**src/logic/dcrly_pkg.sv**
```systemverilog
// Purpose: shared constants and types of the dual coil relay pulse logic
// Assumes: a single 25 MHz clock, synchronous active high reset
// Notes:   times are kept in microseconds, counts are derived from them
//
// Summary of operation
// - noise on the idle input is ignored
// - no new command until pulse finished
// - other input rising edge discarded while driving
// - both qualified together gives no pulse
// - block covers late second qualification too
// - no pulse runs past the maximum on-time
// - input stuck high gives only one pulse
// - follow mode tracks input, capped at maximum
// - fixed mode drives exactly the maximum on-time
// - input must exceed qualify time first
// - mode changes neither qualification nor cap
// - qualify time settable 128 us to 20 ms
// - maximum on-time settable 1 ms to 350 ms
// - follow pulse starts at qualification, copies width
// - preset variant caps pulse at 150 ms
// - thermal fault stops all drive until cleared
// - commands start only on a rising edge
// - enable low clears outputs and control state
// - preset variant qualifies after 15 ms
package dcrly_pkg;

  // clock rate and cycles per microsecond
  localparam int unsigned CLK_HZ     = 25_000_000;
  localparam int unsigned CYC_PER_US = CLK_HZ / 1_000_000;

  // preset variant timing, microseconds
  localparam int unsigned QUAL_TIME_US = 15_000;
  localparam int unsigned TMAX_TIME_US = 150_000;

  // allowed ranges, microseconds
  localparam int unsigned QUAL_MIN_US = 128;
  localparam int unsigned QUAL_MAX_US = 20_000;
  localparam int unsigned TMAX_MIN_US = 1_000;
  localparam int unsigned TMAX_MAX_US = 350_000;

  // derived cycle counts (exact, rate is a whole number of MHz)
  localparam int unsigned QUAL_CYC_DFLT = QUAL_TIME_US * CYC_PER_US;
  localparam int unsigned TMAX_CYC_DFLT = TMAX_TIME_US * CYC_PER_US;
  localparam int unsigned QUAL_CYC_MIN  = QUAL_MIN_US * CYC_PER_US;
  localparam int unsigned QUAL_CYC_MAX  = QUAL_MAX_US * CYC_PER_US;
  localparam int unsigned TMAX_CYC_MIN  = TMAX_MIN_US * CYC_PER_US;
  localparam int unsigned TMAX_CYC_MAX  = TMAX_MAX_US * CYC_PER_US;

  // counter width, holds the largest maximum on-time
  localparam int unsigned CNT_W = 24;

  // control states, one-hot
  typedef enum logic [2:0] {
    S_IDLE    = 3'h1,
    S_DRIVE_A = 3'h2,
    S_DRIVE_B = 3'h4
  } dcrly_state_t;

  // per channel status bundle
  typedef struct packed {
    logic level;      // synchronised input level
    logic pending;    // being qualified
    logic qualified;  // qualified, input still high
  } dcrly_chan_t;

endpackage : dcrly_pkg

```
**src/logic/dcrly_top.sv**
```systemverilog
// Purpose: dual channel relay coil pulse controller
// Assumes: enable already filtered, fault and mode synchronous to clk
// Notes:   commands are synchronised inside the channel qualifiers
`timescale 1ns/100ps
`default_nettype none

module dcrly_top
  import dcrly_pkg::*;
#(
  parameter int unsigned QUAL_CYC = QUAL_CYC_DFLT,  // qualify time, cycles
  parameter int unsigned TMAX_CYC = TMAX_CYC_DFLT   // max on-time, cycles
) (
  // clock and reset
  input  wire logic clk,
  input  wire logic rst,
  // command inputs from the logic source
  input  wire logic commandInA,
  input  wire logic commandInB,
  // dominant controls and protection
  input  wire logic enable,
  input  wire logic thermalFault,
  // output mode, high selects fixed length pulses
  input  wire logic fixedMode,
  // drive requests to the output stages
  output var  logic coilDriveA,
  output var  logic coilDriveB,
  // status
  output var  logic busy,
  output var  logic xorBlocked
);

  ////////////////////////////////////////////////////////////////////////
  // declarations
  dcrly_chan_t      chanA;          // channel a status
  dcrly_chan_t      chanB;          // channel b status
  logic             clearA;         // drop channel a progress
  logic             clearB;         // drop channel b progress
  dcrly_state_t     state;          // controller state
  dcrly_state_t     next_state;
  logic [CNT_W-1:0] onCnt;          // cycles the output has been on
  logic [CNT_W-1:0] next_onCnt;
  logic             fixedLatch;     // mode caught at pulse start
  logic             next_fixedLatch;
  logic             next_coilDriveA;
  logic             next_coilDriveB;
  logic             next_busy;
  logic             next_xorBlocked;
  logic             shutDown;       // enable low or thermal fault
  logic             onLimit;        // maximum on-time reached
  logic [CNT_W-1:0] tailCnt;        // follow cycles since input fell
  logic [CNT_W-1:0] next_tailCnt;
  logic             inFell;         // follow input seen low this pulse
  logic             next_inFell;
  logic             tailDone;       // follow tail has run one qualify time

  assign shutDown = !enable || thermalFault;
  assign onLimit  = (onCnt == CNT_W'(TMAX_CYC));
  // output is the input delayed by the qualify time, so it ends that late
  assign tailDone = inFell && (tailCnt == CNT_W'(QUAL_CYC + 1));

  ////////////////////////////////////////////////////////////////////////
  // channel qualifiers, identical for both coils
  dcrly_qual #(
    .QUAL_CYC (QUAL_CYC)
  ) u_qualA (
    .clk    (clk),
    .rst    (rst),
    .cmdIn  (commandInA),
    .clear  (clearA),
    .status (chanA)
  );

  dcrly_qual #(
    .QUAL_CYC (QUAL_CYC)
  ) u_qualB (
    .clk    (clk),
    .rst    (rst),
    .cmdIn  (commandInB),
    .clear  (clearB),
    .status (chanB)
  );

  ////////////////////////////////////////////////////////////////////////
  // controller next state
  always_comb begin
    next_state      = state;
    next_onCnt      = onCnt;
    next_fixedLatch = fixedLatch;
    next_tailCnt    = tailCnt;
    next_inFell     = inFell;
    next_xorBlocked = 1'b0;
    clearA          = 1'b0;
    clearB          = 1'b0;
    if (shutDown) begin
      // dominant: back to the initial inactive state
      next_state   = S_IDLE;
      next_onCnt   = '0;
      next_tailCnt = '0;
      next_inFell  = 1'b0;
      clearA     = 1'b1;
      clearB     = 1'b1;
    end else begin
      unique case (state)
        S_IDLE: begin
          // no follow tail outside a pulse
          next_tailCnt = '0;
          next_inFell  = 1'b0;
          if (chanA.qualified && chanB.qualified) begin
            // both valid: refuse both, wait for new edges
            clearA          = 1'b1;
            clearB          = 1'b1;
            next_xorBlocked = 1'b1;
          end else if (chanA.qualified && !chanB.pending) begin
            // a valid and b not in progress: start a
            next_state      = S_DRIVE_A;
            next_onCnt      = CNT_W'(1);
            next_fixedLatch = fixedMode;
            clearB          = 1'b1;
          end else if (chanB.qualified && !chanA.pending) begin
            // b valid and a not in progress: start b
            next_state      = S_DRIVE_B;
            next_onCnt      = CNT_W'(1);
            next_fixedLatch = fixedMode;
            clearA          = 1'b1;
          end
          // otherwise a result waits on the other pending input
        end
        S_DRIVE_A: begin
          // committed: other input ignored throughout
          clearB = 1'b1;
          if (onLimit || tailDone) begin
            // end at cap, or once the follow tail has run out
            next_state   = S_IDLE;
            next_onCnt   = '0;
            next_tailCnt = '0;
            next_inFell  = 1'b0;
            clearA       = 1'b1;
          end else begin
            next_onCnt = onCnt + CNT_W'(1);
            if (!fixedLatch && (inFell || !chanA.level)) begin
              // input gone: stay on one qualify time more, copying its width
              next_inFell  = 1'b1;
              next_tailCnt = tailCnt + CNT_W'(1);
            end
          end
        end
        S_DRIVE_B: begin
          // mirror of channel a
          clearA = 1'b1;
          if (onLimit || tailDone) begin
            next_state   = S_IDLE;
            next_onCnt   = '0;
            next_tailCnt = '0;
            next_inFell  = 1'b0;
            clearB       = 1'b1;
          end else begin
            next_onCnt = onCnt + CNT_W'(1);
            if (!fixedLatch && (inFell || !chanB.level)) begin
              // input gone: stay on one qualify time more
              next_inFell  = 1'b1;
              next_tailCnt = tailCnt + CNT_W'(1);
            end
          end
        end
        default: begin
          // illegal code: recover safely
          next_state   = S_IDLE;
          next_onCnt   = '0;
          next_tailCnt = '0;
          next_inFell  = 1'b0;
          clearA     = 1'b1;
          clearB     = 1'b1;
        end
      endcase
    end
  end

  ////////////////////////////////////////////////////////////////////////
  // output next values, decoded from the next state
  always_comb begin
    next_coilDriveA = (next_state == S_DRIVE_A);
    next_coilDriveB = (next_state == S_DRIVE_B);
    next_busy       = (next_state != S_IDLE);
  end

  // registers only
  always_ff @(posedge clk) begin
    if (rst) begin
      state      <= S_IDLE;
      onCnt      <= '0;
      fixedLatch <= 1'b0;
      tailCnt    <= '0;
      inFell     <= 1'b0;
      coilDriveA <= 1'b0;
      coilDriveB <= 1'b0;
      busy       <= 1'b0;
      xorBlocked <= 1'b0;
    end else begin
      state      <= next_state;
      onCnt      <= next_onCnt;
      fixedLatch <= next_fixedLatch;
      tailCnt    <= next_tailCnt;
      inFell     <= next_inFell;
      coilDriveA <= next_coilDriveA;
      coilDriveB <= next_coilDriveB;
      busy       <= next_busy;
      xorBlocked <= next_xorBlocked;
    end
  end

  ////////////////////////////////////////////////////////////////////////
  // checking helpers: consecutive on cycles per coil
  logic [CNT_W-1:0] runA;
  logic [CNT_W-1:0] runB;

  always_ff @(posedge clk) begin
    if (rst) begin
      runA <= '0;
      runB <= '0;
    end else begin
      runA <= coilDriveA ? runA + CNT_W'(1) : '0;
      runB <= coilDriveB ? runB + CNT_W'(1) : '0;
    end
  end
endmodule : dcrly_top

`default_nettype wire

```
**src/logic/dcrly_qual.sv**
```systemverilog
// Purpose: one command input: synchroniser, edge detect, qualification
// Assumes: clear is asserted by the controller to drop all progress
// Notes:   a fresh rising edge is needed after every clear
`timescale 1ns/100ps
`default_nettype none

module dcrly_qual
  import dcrly_pkg::*;
#(
  parameter int unsigned QUAL_CYC = QUAL_CYC_DFLT
) (
  // clock and reset
  input  wire logic  clk,
  input  wire logic  rst,
  // command pin and controller clear
  input  wire logic  cmdIn,
  input  wire logic  clear,
  // status towards the controller
  output dcrly_chan_t status
);

  ////////////////////////////////////////////////////////////////////////
  logic             syncMeta;       // first synchroniser stage
  logic             syncLevel;      // second synchroniser stage
  logic             lastLevel;      // delayed level for edge detect
  logic [CNT_W-1:0] qualCnt;        // high cycles since the edge
  logic             pending;        // qualification running
  logic             qualified;      // qualification done
  logic             next_syncMeta;
  logic             next_syncLevel;
  logic             next_lastLevel;
  logic [CNT_W-1:0] next_qualCnt;
  logic             next_pending;
  logic             next_qualified;
  logic             rise;           // low to high seen

  assign rise = syncLevel & ~lastLevel;

  ////////////////////////////////////////////////////////////////////////
  // next values of synchroniser and qualifier
  always_comb begin
    next_syncMeta  = cmdIn;
    next_syncLevel = syncMeta;
    next_lastLevel = syncLevel;
    next_qualCnt   = qualCnt;
    next_pending   = pending;
    next_qualified = qualified;
    if (clear || !syncLevel) begin
      // dropped input or clear: forget everything
      next_qualCnt   = '0;
      next_pending   = 1'b0;
      next_qualified = 1'b0;
    end else if (rise) begin
      // edge starts counting, first high cycle
      next_qualCnt = CNT_W'(1);
      next_pending = 1'b1;
    end else if (pending) begin
      // qualified only when high longer than the qualify time
      if (qualCnt == CNT_W'(QUAL_CYC)) begin
        next_pending   = 1'b0;
        next_qualified = 1'b1;
      end else begin
        next_qualCnt = qualCnt + CNT_W'(1);
      end
    end
  end

  // registers only
  always_ff @(posedge clk) begin
    if (rst) begin
      syncMeta  <= 1'b0;
      syncLevel <= 1'b0;
      lastLevel <= 1'b0;
      qualCnt   <= '0;
      pending   <= 1'b0;
      qualified <= 1'b0;
    end else begin
      syncMeta  <= next_syncMeta;
      syncLevel <= next_syncLevel;
      lastLevel <= next_lastLevel;
      qualCnt   <= next_qualCnt;
      pending   <= next_pending;
      qualified <= next_qualified;
    end
  end

  // status straight from flip-flops
  assign status.level     = syncLevel;
  assign status.pending   = pending;
  assign status.qualified = qualified;

endmodule : dcrly_qual

`default_nettype wire

```
**config.mk**
```make
export PLATFORM = sky130hd
export DESIGN_NAME = dcrly_top
export DESIGN_NICKNAME = d
export VERILOG_FILES = /design/src/logic/dcrly_pkg.sv /design/src/logic/dcrly_top.sv /design/src/logic/dcrly_qual.sv
export SDC_FILE = /design/constraint.sdc
export NUM_CORES = 1
export LEC_CHECK = 0
export BUFFER_PORTS_ARGS = -buffer_cell sky130_fd_sc_hd__buf_2
export CAP_MARGIN = 25
export CORE_MARGIN = 1.5
export CORE_UTILIZATION = 30
export CTS_BUF_LIST = sky130_fd_sc_hd__clkbuf_2 sky130_fd_sc_hd__clkbuf_4 sky130_fd_sc_hd__clkbuf_8
export DETAILED_ROUTE_END_ITERATION = 6
export GPL_TIMING_DRIVEN = 0
export PLACE_DENSITY = 0.43
export SYNTH_ARGS = -nofsm -noshare
export SYNTH_HDL_FRONTEND = slang
export SYNTH_SLANG_ARGS = --single-unit
```
**constraint.sdc**
```tcl
create_clock -name clk -period 2.9 [get_ports clk]
set_clock_uncertainty 0.05 [all_clocks]
set_input_delay 0.58 -clock clk [delete_from_list [all_inputs] [get_ports clk]]
set_output_delay 0.58 -clock clk [all_outputs]
set_load 0.02 [all_outputs]
```
Yosys cells after proc, flatten, opt, wreduce, memory -nomap -nowiden
Index checks and enable logic that the tools add are counted.
Storage, ports and cells
  register bits: 115
  input bits: 7
  output and inout bits: 4
  logic and storage cells: 137
Operators by class
  add/sub/neg operators: 4
  equal/unequal tests: 16
  muxes and demuxes: 46
  bitwise gates (word level): 11
  reduce and logical (&&, ||, !) cells: 37
Operator list (number)
  24-bit 2-to-1 mux: 8
  24-bit by 1-bit adder with 24-bit output, second input constant: 4
  24-bit one-hot mux with 2 select lines: 2
  24-bit by 19-bit == test with 1-bit output, second input constant: 3
  1-bit 2-to-1 mux: 27
  24-bit by 22-bit == test with 1-bit output, second input constant: 1
  3-bit 2-to-1 mux: 5
  2-bit AND reduction: 6
  3-bit inequality test, second input constant: 3
  1-bit NOT: 9
  3-bit OR reduction: 3
  2-bit OR reduction: 4
  3-bit by 2-bit == test with 1-bit output, second input constant: 2
  3-bit == test, second input constant: 2
  1-bit logical AND: 6
  1-bit logical NOT: 6
  1-bit logical OR: 6
  1-bit one-hot mux with 2 select lines: 3
  3-bit one-hot mux with 2 select lines: 1
  3-bit AND reduction: 2
  2-bit nonzero test: 3
  2-bit by 1-bit inequality test with 1-bit output, second input constant: 2
  4-bit AND reduction: 1
  3-bit by 1-bit == test with 1-bit output, second input constant: 1
  other kinds (3): 4

Depth between registers and ports, before layout
  word-level depth: 9
  gate-level depth with buffers: 8

Modules after synthesis
From an unflattened synthesis, not the netlist that was laid out.
Second synthesis, totals
  cell total of the unflattened synthesis: 667
  area total of the unflattened synthesis: 5736.8 um2
Modules (own cells, without submodules)
  dcrly_qual: instances 2, cells each 177, area an instance 1468.9 um2, sequential area each 580.6 um2
  dcrly_top: instances 1, cells each 313, area an instance 2798.9 um2, sequential area each 1141.1 um2

Worst setup path before layout
No wires, ideal clock.
  path type: input -> register
  from: in thermalFault
  to: reg u_qualA.qualCnt[6]
  setup time: 0.064 ns
  arrival time: 1.928 ns
  data required time: 2.786 ns
  slack: 0.858 ns
  stages: 7
  cell sequence: or3b_2 clkbuf_1 nor2_1 and3_1 a22oi_2 buf_2 nor2_1
On the way
  cells in the longest elaborated chain, start to end: 4
Ends and longest elaborated chain
  start, declared: line dcrly_top.sv:21  | input wire logic thermalFault,
  1-bit logical OR: line dcrly_top.sv:56  | assign shutDown = !enable || thermalFault;
  1-bit 2-to-1 mux: line dcrly_top.sv:94  | if (shutDown) begin
  1-bit logical OR: line dcrly_qual.sv:48  | if (clear || !syncLevel) begin
  3-bit OR reduction (no line)
  end signal, assigned: line dcrly_qual.sv:81  | qualCnt <= next_qualCnt;
  end, declared: line dcrly_qual.sv:26  | logic [CNT_W-1:0] qualCnt;
No other way between the ends.
A chain may end at the register's enable or synchronous reset.

Worst setup path in the final report
  from: reg tailCnt[17]
  to: reg onCnt[4]
On the way
  cells in the longest elaborated chain, start to end: 5
Ends and longest elaborated chain
  start, declared: line dcrly_top.sv:50  | logic [CNT_W-1:0] tailCnt;
  start signal, assigned: line dcrly_top.sv:202  | tailCnt <= next_tailCnt;
  24-bit by 19-bit == test with 1-bit output: line dcrly_top.sv:59  | assign tailDone = inFell && (tailCnt == CNT_W'(QUAL_CYC + 1));
  1-bit logical AND: line dcrly_top.sv:59
  1-bit logical OR: line dcrly_top.sv:131, dcrly_top.sv:150
  24-bit 2-to-1 mux: line dcrly_top.sv:131, dcrly_top.sv:150
  24-bit one-hot mux with 2 select lines: line dcrly_top.sv:103  | unique case (state)
  end signal, assigned: line dcrly_top.sv:200  | onCnt <= next_onCnt;
  end, declared: line dcrly_top.sv:40  | logic [CNT_W-1:0] onCnt;
No other way between the ends.

==> results by group <==
Final layout
  – Post-layout net count: 694
  – Ratio of cells with drive above 1 in the final layout: 0.103
  – Number of antenna cells inserted: 0
  – Area growth from synthesis to final layout: 12.7%
  – Non-filler cells, final: 919

Global routing
  – Pin count of the biggest net entering global routing: 17
  – Antenna violations before repair: 0
  – Aggregate global-route resource usage: 0.145
  – Number of global-route vias before repair: 4557
  – Grt total ovfl: 0
  – Global-route wire length before repair: roughly 23000 um

Yosys
  – Portion of the post-synthesis area used by sequential elements: 0.413
  – Number of flops mapped to enable cells by yosys: 0
  – Largest cells by area after synthesis: dfxtp_1 41%, nor2_1 6.6%, xor2_1 6.6%
  – Syn avg cell area: 8.61 um^2
  – Warning count from the yosys run: 0
  – Area share of the leading cell type in the synthesized netlist: 0.413
  – Post-synthesis net count: roughly 660
  – Synth cell types: 59
  – Combined area of all synthesized cells: roughly 0.0056 mm^2
  – Register bit count reported by yosys: 115
  – Post-synth ARST share: 0
  – Synth Instances: 647
  – Library cell occupying the most area in the post-synthesis netlist: dfxtp_1
  – Synth Flop Type: dfxtp_1

Drt
  – Average vias per placed instance: ~5.1
  – Iteration-0 DRC count of the detailed router: roughly 240
  – DRC: 1
  – Via Count: 4664
  – WL per Instance: ~14 um
  – Post-detailed-routing wire length: 13200 um
  – Count of TritonRoute iterations in the first routing pass: 7
  – Count of nets left with antenna violations after detail routing: 0

Placement
  – Post-placement cell count: ~900
  – Pre-CTS setup slack: 0.373 ns
  – Post-detailed-placement half-perimeter wirelength: about 9400 um
  – Weighted congestion at the end of routability-driven global placement: 0.743
  – Count of buffers inserted at the top-level ports: 10

Timing
  – Setup repair after global routing missed its margin: no
  – Sum Neg Setup Slack: 0 ns
  – Hold Violations, Final: 0
  – Final Max Tran Viols: 0
  – Final worst-path setup slack: 0.396 ns
  – Slew at the pin with the worst max-slew slack: between 1 and 1.5 ns
  – Worst max-slew margin expressed relative to the limit: 0.301
  – Tcrit/Tclk final: 0.863
  – Setup violation total in the final timing report: 0
  – Minimum period implied by the final worst setup slack: 2.50 ns
  – Max Fclk: 399 MHz

Worst setup path
  – CP Data Required Time: 3.16 ns
  – Cells along the critical path: or4b_1 -> nor4_2 -> a22oi_4 -> a31oi_2 -> buf_2 -> nor2_1
  – CP Launch Type: register
  – Launch instance of the worst register-to-register path: tailCnt[17]
  – Setup slack on the worst flop-to-flop path: 0.40 ns
  – Number of buffer and inverter stages on the critical path: 1
  – Path type of the worst setup path: reg2reg
  – Critical path capture point type: register
  – Largest stage delay, worst path: between 0.5 and 0.6 ns
  – Cell with the biggest individual delay on the critical path: or4b_1
  – Arrival time at the worst endpoint: 2.77 ns
  – Max FO, Critical Path: 10
  – Gate family responsible for the most delay along the worst path: simple AND/OR/NAND/NOR gates
  – FF-to-FF End: onCnt[4]
  – Count of cells along the worst register-to-register path: 6

Power
  – Switching share of total power: 0.222
  – Power density of the placed cells: 470 mW/mm^2
  – Max VDD drop: 258 uV
  – Final total power: between 2 and 3 mW
  – Register share of total power: 0.537
  – Cell Int Power: ~2.3 mW
  – Power share of the clock group: 0.453
  – Net switching power: 656 uW
  – Portion of total power attributed to combinational logic: 0.010
  – Static leakage: 1.98 nW

Clock tree
  – Count of hold buffers inserted by post-cts repair: 0
  – TritonCTS Buffers: 17
  – Clk_lat worst skew: 0.44 ns
  – Clock tree from TritonCTS: built
  – Setup Fix Bufs, Post-CTS: 0
  – Root buffer cell: clkbuf_8
  – Clk buf depth: 2
  – Post-cts gate resize count: 0
  – Clock transition time at the flip-flop clock pins of the worst setup and hold paths: 0.07 ns
  – Clock H-tree levels: 4
  – Sink count of the clock tree: between 100 and 150

Outcome
  – Run status: finished with violations
  – Violations in the final reports: design-rule violations

Floorplan
  – Boundary Pins: 11
  – Die Area: 0.0194 mm^2
  – Initial Utilization: 0.308
  – FP Rows: 49
  – Core area: 0.0181 mm^2
  – Die outline height: 139 um
  – Horiz. Die Dim: around 140 um

Min path
  – Class of the most critical hold timing path: in2reg
  – Hold depth: 2
  – Start point of the worst min-delay path: commandInB
  – Hold-critical path endpoint: u_qualB.next_syncLevel

Run
  – Count of max-cap constraint violations: 0
[registers in the layout, summed over array words and instances, names as in the netlist, 3 cells and up]
name,count
onCnt,24
u_qualB.qualCnt,24
u_qualA.qualCnt,24
state,3
tailCnt,24
[synth_stat cells, drive strengths merged, types with 8 or more instances]
library cell and instances:
clkbuf 11, inv 20, xor2 42, a311oi 8
nor3 23, xnor2 23, o21ai 14, nand3 32
nor2b 13, and2 12, ha 8, buf 12
nor2 98, and3 11, nor4 18, dfxtp 115
nand4 36, a21oi 26, nand2 37
[worst reg2reg max path, cell delays in order (launching register included)]
cell and delay [ns]:
dfxtp_1 0.35, or4b_1 0.56, nor4_2 0.48, a22oi_4 0.23
a31oi_2 0.35, buf_2 0.29, nor2_1 0.07
[layout by cell type (no fill, tap or decap), types with 5 or more instances in the layout]
| master | Yosys | layout |
|---|---|---|
| nand3b_1 | 5 | 5 |
| a311oi_1 | 8 | 8 |
| nor2b_1 | 13 | 13 |
| nand3_1 | 32 | 32 |
| xnor2_1 | 23 | 23 |
| ha_1 | 8 | 8 |
| and2_1 | 12 | 12 |
| xor2_1 | 42 | 42 |
| clkbuf_8 | 0 | 21 |
| a211oi_1 | 7 | 7 |
| clkbuf_1 | 10 | 10 |
| nor2_1 | 98 | 98 |
| nor3_1 | 23 | 23 |
| dfxtp_1 | 115 | 115 |
| nor4_1 | 15 | 15 |
| a21oi_1 | 26 | 26 |
| inv_1 | 20 | 20 |
| buf_2 | 9 | 19 |
| clkbuf_4 | 0 | 5 |
| and4_1 | 5 | 5 |
| a41oi_1 | 6 | 6 |
| a31oi_1 | 6 | 6 |
| nand4_1 | 36 | 36 |
| buf_4 | 3 | 5 |
| nand2_1 | 37 | 37 |
| and3_1 | 11 | 11 |
| o21ai_0 | 14 | 14 |
| or3_1 | 6 | 6 |
[power groups by stage]
stage                     logic (mW)  registers (mW)  clock network (mW)
after floorplan               0.0170            1.62                   0
after detailed placement      0.0311            1.62                   0
after CTS                     0.0311            1.58                1.39
after global routing          0.0337            1.58                1.46
final                         0.0297            1.59                1.34
after global placement        0.0305            1.62                   0
[cell type report]
cell class	count	area, um^2
clock buffers	25	319
fillers	1890	11800
flip-flops and latches	115	2300
clock inverters	5	27.5
multi-input cells	489	3080
inverters	20	75.1
well taps	229	287
repair buffers	13	72.6
plain buffers	23	110
[kinds of logic after synthesis]
group / count (synthesis) / synth area share
simple gates: 321 / 0.307
flops: 115 / 0.413
compound gates: 91 / 0.119
xor+xnor: 65 / 0.102
buf+inv: 43 / 0.0332
fa+ha+maj: 8 / 0.0180
mux: 4 / 0.00719
[per-layer routing]
layer / global-route usage / wire length [um] / vias to the layer above
met5: 0 / 0 / -
met4: 0.0482 / 119 / 0
met3: 0.0396 / 402 / 8
met2: 0.246 / 6480 / 52
met1: 0.178 / 6250 / 2218
li1: - / - / 2386
[worst max path at each step]
stage,slack (ns),startpoint,cells past startpoint,to
4_1_cts,0.41,tailCnt[17],6,onCnt[19]
3_3_place_gp,0.37,rst,8,u_qualA.qualCnt[15]
2_1_floorplan,0.86,thermalFault,7,u_qualA.qualCnt[6]
5_1_grt,0.26,tailCnt[0],5,tailCnt[16]
6_report,0.40,tailCnt[17],6,onCnt[4]
3_5_place_dp,0.37,rst,8,u_qualA.qualCnt[21]
[per-stage QoR]
stage | hold WS, ns | instance area [um^2] | utilization
after floorplan | 0.364 | 5570 | -
after global placement | 0.375 | 5910 | 0.327
after detailed placement | 0.378 | 5920 | 0.327
after CTS | 0.268 | 6270 | 0.347
after global routing | 0.297 | 6280 | 0.347
final | 0.302 | 6280 | 0.347
(Power assumes the default switching activity.)
